<file path="src/ccs_defs.svh">
// Constants of the command channel selector: encodings, offsets, reset values
// Assumes inclusion by bare name from the package and the design file
// What this block does
// - Channel two takes its command from terminals, keypad, remote display, Modbus or network card.
// - Channel-two source and switching select are writable only with separate profile and level 3.
// - Switching select offers fixed channel one or channel two, and resets to channel one.
// - Switching select can follow any one of the six logic inputs.
// - Switching select can follow any one of bits 11 to 15 of the Modbus control word.
// - Switching select can follow any one of bits 11 to 15 of the network control word.
// - A followed signal at 0 makes channel one active.
// - A followed signal at 1 makes channel two active.
// - Copy goes only from channel one to channel two and resets to no copy.
// - Copy select encodes no copy, reference only, command only, or both.
`ifndef CCS_DEFS_SVH
`define CCS_DEFS_SVH

// ----------------------------------------------------------------
// Register offsets
// ----------------------------------------------------------------
`define CCS_ADDR_W 4
`define CCS_OFF_CONFIG 4'h0
`define CCS_OFF_CH2_SRC 4'h1
`define CCS_OFF_SWITCH 4'h2
`define CCS_OFF_COPY 4'h3
`define CCS_OFF_STATUS 4'h4

// ----------------------------------------------------------------
// Encodings and fields
// ----------------------------------------------------------------
`define CCS_SRC_TERMINALS 3'h0
`define CCS_SRC_KEYPAD 3'h1
`define CCS_SRC_REMOTE 3'h2
`define CCS_SRC_MODBUS 3'h3
`define CCS_SRC_NETWORK 3'h4
`define CCS_SW_CH1 5'h00
`define CCS_SW_CH2 5'h01
`define CCS_SW_LI_BASE 5'h02
`define CCS_SW_LI_LAST 5'h07
`define CCS_SW_MB_BASE 5'h08
`define CCS_SW_MB_LAST 5'h0C
`define CCS_SW_NET_BASE 5'h0D
`define CCS_SW_NET_LAST 5'h11
`define CCS_WORD_BIT_LO 4'hB
`define CCS_COPY_NONE 2'h0
`define CCS_COPY_REF 2'h1
`define CCS_COPY_CMD 2'h2
`define CCS_COPY_ALL 2'h3
`define CCS_LEVEL_THREE 2'h3
`define CCS_CFG_SEP_BIT 2
`define CCS_RST_CH2_SRC `CCS_SRC_MODBUS
`define CCS_RST_SWITCH `CCS_SW_CH1
`define CCS_RST_COPY `CCS_COPY_NONE

`endif

</file>
<file path="src/ccs_pkg.sv">
// Types of the command channel selector
// Assumes ccs_defs.svh on the include path
`include "ccs_defs.svh"
package ccs_pkg;
   typedef struct packed {
      logic [2:0] ch2_src;
      logic [4:0] switch_sel;
      logic [1:0] copy_sel;
   } ccs_cfg_type;

   typedef enum logic [1:0] {
      CCS_ACT_CH1 = 2'b01,
      CCS_ACT_CH2 = 2'b10
   } ccs_act_type;

   typedef struct packed {
      logic copy_ref;
      logic copy_cmd;
   } ccs_copy_type;
endpackage : ccs_pkg

</file>
<file path="src/ccs_selector.sv">
// Command channel selector: register file, channel switch and copy request
// Assumes a single 50 MHz clock and synchronous inputs from the drive
`timescale 1ns/1ps
`include "ccs_defs.svh"
module ccs_selector #(
   parameter int NUM_LI = 6
) (
   input wire logic clk_i,
   input wire logic srst_i,
   input wire logic [`CCS_ADDR_W-1:0] addr_i,
   input wire logic [7:0] wdata_i,
   input wire logic wr_i,
   input wire logic rd_i,
   output logic [7:0] rdata_o,
   input wire logic profile_separate_i,
   input wire logic [1:0] access_level_i,
   input wire logic [NUM_LI-1:0] logic_in_i,
   input wire logic [15:0] serial_ctrl_word_i,
   input wire logic [15:0] net_ctrl_word_i,
   output logic channel_two_active_o,
   output logic [2:0] ch2_src_o,
   output ccs_pkg::ccs_copy_type copy_o
);

   // ----------------------------------------------------------------
   // Configuration registers
   // ----------------------------------------------------------------
   ccs_pkg::ccs_cfg_type cfg_r;
   ccs_pkg::ccs_act_type act_r;
   ccs_pkg::ccs_act_type act_nxt;
   logic unlocked;
   logic level3;
   logic sig;

   assign level3 = (access_level_i == `CCS_LEVEL_THREE);
   assign unlocked = profile_separate_i && level3;

   // Code range checks: a write of an unknown code is dropped
   function automatic logic src_ok(input logic [7:0] v);
      src_ok = (v[2:0] <= `CCS_SRC_NETWORK) && (v[7:3] == 5'h00);
   endfunction : src_ok

   function automatic logic sw_ok(input logic [7:0] v);
      sw_ok = (v[4:0] <= `CCS_SW_NET_LAST) && (v[7:5] == 3'h0);
   endfunction : sw_ok

   // One process owns the whole packed configuration word
   always_ff @(posedge clk_i) begin
      if (srst_i) begin
         cfg_r.ch2_src <= `CCS_RST_CH2_SRC;
         cfg_r.switch_sel <= `CCS_RST_SWITCH;
         cfg_r.copy_sel <= `CCS_RST_COPY;
      end else if (wr_i) begin
         if (unlocked && addr_i == `CCS_OFF_CH2_SRC && src_ok(wdata_i)) begin
            cfg_r.ch2_src <= wdata_i[2:0];
         end
         if (unlocked && addr_i == `CCS_OFF_SWITCH && sw_ok(wdata_i)) begin
            cfg_r.switch_sel <= wdata_i[4:0];
         end
         if (level3 && addr_i == `CCS_OFF_COPY) begin
            cfg_r.copy_sel <= wdata_i[1:0];
         end
      end
   end

   // ----------------------------------------------------------------
   // Channel switching
   // ----------------------------------------------------------------
   always_comb begin
      sig = 1'b0;
      if (cfg_r.switch_sel == `CCS_SW_CH2) begin
         sig = 1'b1;
      end else if (cfg_r.switch_sel >= `CCS_SW_LI_BASE && cfg_r.switch_sel <= `CCS_SW_LI_LAST) begin
         sig = logic_in_i[3'(cfg_r.switch_sel - `CCS_SW_LI_BASE)];
      end else if (cfg_r.switch_sel >= `CCS_SW_MB_BASE && cfg_r.switch_sel <= `CCS_SW_MB_LAST) begin
         sig = serial_ctrl_word_i[4'(cfg_r.switch_sel - `CCS_SW_MB_BASE) + `CCS_WORD_BIT_LO];
      end else if (cfg_r.switch_sel >= `CCS_SW_NET_BASE
                   && cfg_r.switch_sel <= `CCS_SW_NET_LAST) begin
         sig = net_ctrl_word_i[4'(cfg_r.switch_sel - `CCS_SW_NET_BASE) + `CCS_WORD_BIT_LO];
      end
      act_nxt = sig ? ccs_pkg::CCS_ACT_CH2 : ccs_pkg::CCS_ACT_CH1;
   end

   // Registered choice keeps decode glitches off the routed command
   always_ff @(posedge clk_i) begin
      if (srst_i) begin
         act_r <= ccs_pkg::CCS_ACT_CH1;
      end else begin
         case (act_nxt)
            ccs_pkg::CCS_ACT_CH1: act_r <= ccs_pkg::CCS_ACT_CH1;
            ccs_pkg::CCS_ACT_CH2: act_r <= ccs_pkg::CCS_ACT_CH2;
            default: act_r <= ccs_pkg::CCS_ACT_CH1;
         endcase
      end
   end

   assign channel_two_active_o = (act_r == ccs_pkg::CCS_ACT_CH2);
   assign ch2_src_o = cfg_r.ch2_src;
   // Copy flows channel one to channel two only; command copy skipped when ch2 is terminals
   assign copy_o.copy_ref = cfg_r.copy_sel[0];
   assign copy_o.copy_cmd = cfg_r.copy_sel[1] && (cfg_r.ch2_src != `CCS_SRC_TERMINALS);

   // ----------------------------------------------------------------
   // Read port
   // ----------------------------------------------------------------
   always_ff @(posedge clk_i) begin
      if (srst_i) begin
         rdata_o <= 8'h00;
      end else if (rd_i) begin
         // Read data stand for one cycle only, zero otherwise
         case (addr_i)
            `CCS_OFF_CONFIG: rdata_o <= {5'h00, unlocked, access_level_i};
            `CCS_OFF_CH2_SRC: rdata_o <= {5'h00, cfg_r.ch2_src};
            `CCS_OFF_SWITCH: rdata_o <= {3'h0, cfg_r.switch_sel};
            `CCS_OFF_COPY: rdata_o <= {6'h00, cfg_r.copy_sel};
            `CCS_OFF_STATUS: rdata_o <= {7'h00, act_r == ccs_pkg::CCS_ACT_CH2};
            default: rdata_o <= 8'h00;
         endcase
      end else begin
         rdata_o <= 8'h00;
      end
   end
endmodule : ccs_selector

</file>
<file path="config.mk">
export PLATFORM = sky130hd
export DESIGN_NAME = ccs_selector
export DESIGN_NICKNAME = d
export VERILOG_FILES = /design/src/ccs_pkg.sv /design/src/ccs_selector.sv
export VERILOG_INCLUDE_DIRS = /design/src /design/src/src
export SDC_FILE = /design/constraint.sdc
export NUM_CORES = 1
export LEC_CHECK = 0
export ABC_AREA = 0
export BUFFER_PORTS_ARGS = -buffer_cell sky130_fd_sc_hd__buf_2
export CORE_MARGIN = 1.5
export CORE_UTILIZATION = 35
export DETAILED_ROUTE_END_ITERATION = 8
export PLACE_DENSITY = 0.61
export SYNTH_ARGS = -nofsm -noshare
export SYNTH_HDL_FRONTEND = slang
export SYNTH_SLANG_ARGS = --single-unit
</file>
<file path="constraint.sdc">
create_clock -name clk_i -period 3.9 [get_ports clk_i]
set_input_delay 0.39 -clock clk_i [delete_from_list [all_inputs] [get_ports clk_i]]
set_output_delay 0.39 -clock clk_i [all_outputs]
set_load 0.03 [all_outputs]
</file>
# Yosys cells after proc, flatten, opt, wreduce, memory -nomap -nowiden
# Index checks and enable logic that the tools add are counted.
# totals
elab_cells,63
register_bits,20
output_inout_bits,14
in_bits,57
# op_classes
n_mux,13
reduce_logical,20
n_lt_le_gt_ge,11
bitwise_logic,1
eq_ne,8
add_sub_neg,5
# ops
cell,n
$pmux W5 S5,1
$logic_and A1 B1 Y1,12
$ge A5 B4 Y1 const B,2
$le A5 B5 Y1 const B,2
$lt A4 B5 Y1 const B,2
$add A4 B4 Y4 const B,2
$bmux W1 S4,2
$eq A4 B2 Y1 const B,2
$sub A4 B4 Y4 const B,2
$mux W1,7
$eq A2 B2 Y1 const B,3
$reduce_and A2 Y1,3
$eq A5 B1 Y1 const B,1
$ge A5 B2 Y1 const B,1
$le A5 B3 Y1 const B,1
$le A5 B4 Y1 const B,1
$logic_not A5 Y1,1
$eq A4 B1 Y1 const B,1
$eq A4 B3 Y1 const B,1
$logic_not A4 Y1,1
$lt A3 B4 Y1 const B,1
$mux W2,2
$bmux W1 S3,1
$le A3 B3 Y1 const B,1
5 further kinds,5

# Depth between registers and ports, before layout
# Gate-level depths: netlist (run 1).
# logic_depth
word_depth,11
depth_mapped,9

# Worst setup path before layout (run 1)
# OpenSTA, ideal clock, no wires.
# synth_timing
path_kind,reg2reg
start,register cfg_r[3] (netlist bit)
end,register act_r[1]
stages_incl_launch_ff,10
setup_slack_ns,1.378
required_time_ns,3.784
arrival_time_ns,2.407
period_less_slack_ns,2.522
path_cell_list,dfxtp_1 > clkbuf_1 > inv_1 > ha_1 > clkbuf_1 > nor4bb_1 > a311o_1 > a2111oi_2 > and4b_1 > a31o_1
# synth_between
elab_chain_cells,11
elab_cells_between_ends,28
cone_classes,5 x add/sub; 6 x order compare; 2 x eq/ne; 12 x mux; 3 x reduce/logical
# synth_lines
element,line_no,source
"start, declared",ccs_selector.sv:28,ccs_pkg::ccs_cfg_type cfg_r;
$sub A4 B4 Y4 (no line),-,
$add A4 B4 Y4 (no line),-,
$bmux W1 S4,ccs_selector.sv:79,sig = net_ctrl_word_i[4'(cfg_r.switch_sel - `CCS_SW_NET_BASE) + `CCS_WORD_BIT_LO];
$mux W1,ccs_selector.sv:79,
$mux W1,ccs_selector.sv:77,end else if (cfg_r.switch_sel >= `CCS_SW_NET_BASE
$mux W1,ccs_selector.sv:75,end else if (cfg_r.switch_sel >= `CCS_SW_MB_BASE && cfg_r.switch_sel <= `CCS_SW_MB_LAST) begin
$mux W1,ccs_selector.sv:73,end else if (cfg_r.switch_sel >= `CCS_SW_LI_BASE && cfg_r.switch_sel <= `CCS_SW_LI_LAST) begin
$mux W1 (*),ccs_selector.sv:71,if (cfg_r.switch_sel == `CCS_SW_CH2) begin
$mux W2 (*),ccs_selector.sv:81,act_nxt = sig ? ccs_pkg::CCS_ACT_CH2 : ccs_pkg::CCS_ACT_CH1;
$eq A2 B2 Y1 (*),ccs_selector.sv:89,case (act_nxt)
$mux W2 (*),ccs_selector.sv:89,
"end signal, assigned",ccs_selector.sv:90,ccs_pkg::CCS_ACT_CH1: act_r <= ccs_pkg::CCS_ACT_CH1;
"end signal, assigned",ccs_selector.sv:91,ccs_pkg::CCS_ACT_CH2: act_r <= ccs_pkg::CCS_ACT_CH2;
"end signal, assigned",ccs_selector.sv:92,default: act_r <= ccs_pkg::CCS_ACT_CH1;
"end, declared",ccs_selector.sv:29,ccs_pkg::ccs_act_type act_r;
# Every way passes the cells marked *; elsewhere a longest branch is shown, timed or not. The select of a mux whose other input is x is not followed.
# A chain may end at the register's enable or synchronous reset.

# Worst setup path in the final report (run 1)
# Ends and elaborated chain as after synthesis.

==> impl_metrics.tcl, run 1 <==
set metrics [dict create \
    status "completed" \
    irDropWorstVdd_mv 0.1592 \
    synth-main-ff-cell "dfxtp_1" \
    worstHoldPathType "input port to flop" \
    synthesis.area_um2 1403 \
    h-tree-depth 1 \
    path_clk_slew_ns 0.06 \
    synth-edff-count 0 \
    drive_gt1_share_pct 36.74 \
    synth_most_common_cell "dfxtp_1" \
    worstPathRequired_ns 4.04 \
    start_util_pct 37.47 \
    synthTopCellsByCount "17 x dfxtp_1, 13 x nor2_1, 12 x nand2_1" \
    synth_area_leaders "dfxtp_1 24%, mux4_1 9.4%, mux2i_1 7.9%" \
    slew_viol_final 0 \
    r2r_slack_ns 1.33 \
    numCtsBuffers 3 \
    clkSinkCount 17 \
    grt-ovfl-total 0 \
    pwr_density_cell_nw_per_um2 205.3 \
    post-route-period-util_pct 65.82 \
    critPathMaxFanout 15 \
    avgRoutedWirePerCell_um 12.67 \
    totalWireLength_mm 3.333 \
    fin_cells 263 \
    grt_pass1_vias 1270 \
    num_vias 1330 \
    max_freq_mhz 389.6 \
    finalWeightedCongestion 0.7819 \
    start_kind "flop" \
    cts_buffer_depth 2 \
    nets 280 \
    antenna_left 0 \
    max-cap-violations 0 \
    ys_seq_area_share_pct 24.26 \
    synth_compound_area_share_pct 15.08 \
    fin_setup_tns_ns 0 \
    ys_seq_elements 17 \
    grt_antenna_before_repair 0 \
    crit_type "flop to flop" \
    drt-pass1-iter-count 4 \
    cts_root_buf "clkbuf_8" \
    die_h_um 66.31 \
    dp.cells 259 \
    areaGrowthSynthToFinish_pct 25.96 \
    cts_setup_buffers 0 \
    insertion_delay_ns 0.25 \
    critical_path.endpoint_type "flop" \
    grt_max_degree 16 \
    fill_cells 423 \
    synth_cells 156 \
    synth_top_family_by_area "multiplexers" \
    globalRouteTotalUtil_pct 15.60 \
    avgSynthCellArea_um2 8.991 \
    cp.arrival_ns 2.71 \
    leakagePower_nw 0.7743 \
    skew_ns 0.0004634 \
    fin_util_pct 47.19 \
    synth_area_leader_cell "dfxtp_1" \
    antennaDiodeCount 0 \
    worst_pin_slew_ns 0.5031 \
    synth-simple-area-share_pct 19.98 \
    pre_cts_ws_ns 1.323 \
    rows 22 \
    die-area_um2 4396 \
    yosysTopAreaCellShare_pct 24.26 \
    drt_iter0_drc 67 \
    synthArstFlopShare_pct 0 \
    pin_count 71 \
    grt_pass1_wl_mm 5.368 \
    setup_viol 0 \
    finalHoldViolCount 0 \
    routed_via_density 5.057 \
    worst_slack_ns 1.333 \
    synthXorXnorAreaFrac_pct 1.873 \
    synth_mux_area_share_pct 23.91 \
    holdBufCountCts 0 \
    rsz0062_at_grt "false" \
    synthAdderAreaFrac_pct 6.244 \
    cts_tree "done" \
    yosysUniqueCellTypes 46 \
    dp_hpwl_mm 2.758 \
    io_buffer_count 67 \
    slew_headroom_pct 66.41 \
    die_width_um 66.31 \
    period_needed_ns 2.567 \
    drc 0 \
    core_um2 3744 \
    yosys_warnings 0 \
    post_cts_resized 0 \
]
[final cells by class]
type | instances | area (um2) | share of cell area, %
tap | 48 | 60.06 | 3.399
timing repair buffer | 68 | 342.8 | 19.41
clock buffer | 4 | 45.04 | 2.550
sequential | 17 | 340.3 | 19.26
inverter | 7 | 26.28 | 1.487
multi-input combinational | 119 | 952.2 | 53.90
[state kept, by name (all words and copies together) (netlist names)]
name	count
copy_o	1
cfg_r	6
rdata_o	5
ch2_src_o	3
act_r	2
[cells by family after synthesis]
family / after synthesis
AOI/OAI and AO/OA: 31
xor gates and xnor gates: 3
adders and majority gates: 7
buffers and inverters: 22
DFF: 17
muxes: 21
other: 1
and+or+nand+nor: 54
[layer usage]
layer	GRT usage, %	up-vias	share of wire, %
li1	-	681	-
met1	19.42	620	44
met2	27.00	23	51
met3	3.578	6	3.3
met4	3.827	0	1.4
met5	0	-	0
[layout by cell type (no fill, tap or decap), types with 7 or more instances in the layout]
master | Yosys | routed
nand2_1 | 12 | 12
buf_2 | 1 | 67
ha_1 | 7 | 7
inv_1 | 7 | 7
nor2_1 | 13 | 13
o21ai_0 | 9 | 9
dfxtp_1 | 17 | 17
mux2i_1 | 11 | 11
nor2b_1 | 7 | 7
a21oi_1 | 7 | 7
[through the flow]
step | instance area (um2) | power (mW) | hold WS, ns
3_5_place_dp | 1722 | 0.2379 | 0.5022
3_3_place_gp | 1722 | 0.2379 | 0.5052
2_1_floorplan | 1410 | 0.2064 | 0.4780
4_1_cts | 1767 | 0.3682 | 0.4053
5_1_grt | 1767 | 0.3825 | 0.4308
6_report | 1767 | 0.3628 | 0.4124
[critical path, stage by stage (launching register included)]
cell and delay [ns]:
dfxtp_1 0.63, inv_1 0.19, ha_1 0.48, nor4bb_1 0.09
a311o_1 0.29, a2111oi_2 0.33, and4b_1 0.24, a31o_1 0.21
[power by group]
part           total (mW)  internal [mW]  switching, mW  leakage (nW)
combinational      0.0597         0.0331         0.0266         0.615
sequential          0.174          0.174       0.000169         0.137
clock               0.129         0.0724         0.0565        0.0228
total               0.363          0.280         0.0832         0.774
[worst paths after layout]
| kind | cells past startpoint | endpoint | startpoint |
|---|---|---|---|
| setup / recovery | 7 | act_r[1] | cfg_r[3] |
| hold / removal | 3 | cfg_r[5] | wdata_i[3] |
| setup reg to reg | 7 | act_r[1] | cfg_r[3] |
| hold reg to reg | 2 | copy_o[1] | copy_o[1] |
No activity file was read; power rests on OpenSTA's default activity.
==> run 2, diff against run 1 <==
Clock period 3.9 ns to 2.49 ns, I/O delays scaled along.
==> impl_metrics.tcl, run 2 (synthesis gave the netlist of run 1 again) <==
set metrics [dict create \
    status "completed" \
    antenna_left 0 \
    rows 22 \
    critical_path.endpoint_type "flop" \
    start_kind "flop" \
    holdPathStages 3 \
    post_cts_resized 0 \
    avgRoutedWirePerCell_um 12.48 \
    setup_viol 0 \
    fin_setup_tns_ns 0 \
    areaGrowthSynthToFinish_pct 27.56 \
    crit_type "flop to flop" \
    max_stage_delay_ns 0.44 \
    routed_via_density 5.109 \
    pin_count 71 \
    cts_setup_buffers 0 \
    worstPathRequired_ns 2.64 \
    worst_slack_ns 0.3448 \
    drive_gt1_share_pct 37.61 \
    grt_pass1_wl_mm 5.299 \
    crit_start "cfg_r[3]" \
    seq_area_um2 340.3 \
    cts_root_buf "clkbuf_8" \
    grt-ovfl-total 0 \
    pre_cts_ws_ns 0.3206 \
    worstHoldPathType "input port to flop" \
    rsz0062_at_grt "false" \
    max_freq_mhz 466.2 \
    die_h_um 66.31 \
    path_clk_slew_ns 0.06 \
    grt_antenna_before_repair 0 \
    globalRouteTotalUtil_pct 15.47 \
    grt_pass1_vias 1206 \
    cp_slowest_cell "ha_1" \
    post-route-period-util_pct 86.15 \
    core_um2 3744 \
    layout_common_cells "67 x buf_2, 17 x dfxtp_1, 13 x nor2_1, 12 x nand2_1, 11 x mux2i_1" \
    drt-pass1-iter-count 5 \
    h-tree-depth 1 \
    finalWeightedCongestion 0.7705 \
    skew_ns 0.001599 \
    slew_viol_final 0 \
    period_needed_ns 2.145 \
    die-area_um2 4396 \
    antennaDiodeCount 0 \
    leakagePower_nw 0.7907 \
    nets 283 \
    power.total_uw 569.2 \
    dp_hpwl_mm 2.734 \
    r2r-start "cfg_r[3]" \
    cp.arrival_ns 2.29 \
    largest_reg_flops 6 \
    io_buffer_count 67 \
    pwr_density_cell_nw_per_um2 318.1 \
    numCtsBuffers 3 \
    die_width_um 66.31 \
    insertion_delay_ns 0.25 \
    drc 0 \
    cts_buffer_depth 2 \
    crit_path_cell_trace "inv_1, ha_1, nor4bb_1, a311o_1, a2111oi_2, and4b_1, a31o_1" \
    drt_iter0_drc 50 \
    num_vias 1359 \
    regMostFlops "cfg_r" \
    fill_cells 401 \
    finalHoldViolCount 0 \
    cts_tree "done" \
    multi_input_area_um2 952.2 \
    rr_worst_depth 7 \
    final_common_cell "buf_2" \
    grt_max_degree 15 \
    clkSinkCount 17 \
    irDropWorstVdd_mv 0.2272 \
    critPathMaxFanout 7 \
    start_util_pct 37.47 \
    max-cap-violations 0 \
    holdBufCountCts 0 \
    totalWireLength_mm 3.319 \
    worstHoldStart "wdata_i[0]" \
]
## run 2: per-stage QoR
stage               cell area [um2]  hold slack, ns  util, %  cells
floorplan                      1411          0.3669        -    158
global placement               1744          0.5012    46.59    262
detailed placement             1744          0.5065    46.59    262
CTS                            1789          0.2643    47.79    266
global route                   1789          0.2688    47.79    266
finish                         1789          0.2673    47.79    266
## run 2: cell type report
cell class,count,area share (%)
clock buffer,4,2.517
sequential,17,19.02
inverter,7,1.469
multi-input combinational,119,53.22
tap,48,3.357
timing repair buffer,71,20.42
## run 2: worst paths after layout
path                                     end  slack (ns)
worst min-delay path            ch2_src_o[0]        0.27
worst min register to register     copy_o[1]        0.52
worst max register to register      act_r[1]        0.34
worst max-delay path                act_r[1]        0.34
## run 2: where the power goes
group / leakage [nW] / switching, mW / total, mW / internal [mW]
clock network: 0.0228 / 0.0909 / 0.204 / 0.113
logic: 0.631 / 0.0403 / 0.0921 / 0.0518
registers: 0.137 / 0.000225 / 0.273 / 0.273
## run 2: worst max-delay path: cells and delay by family, from the launching register on
| family | cells | cell delay (ns) |
|---|---|---|
| DFF | 1 | 0.33 |
| adders and majority gates | 1 | 0.44 |
| AOI/OAI and AO/OA | 3 | 0.84 |
| buffers and inverters | 1 | 0.09 |
| and+or+nand+nor | 2 | 0.34 |
## run 2: per-layer routing
metal | global-route usage, % | vias to the layer above | share of wire, %
met5 | 0 | - | 0
met4 | 3.316 | 0 | 0.63
li1 | - | 684 | -
met3 | 3.918 | 2 | 4.3
met1 | 19.15 | 634 | 44
met2 | 26.88 | 39 | 51
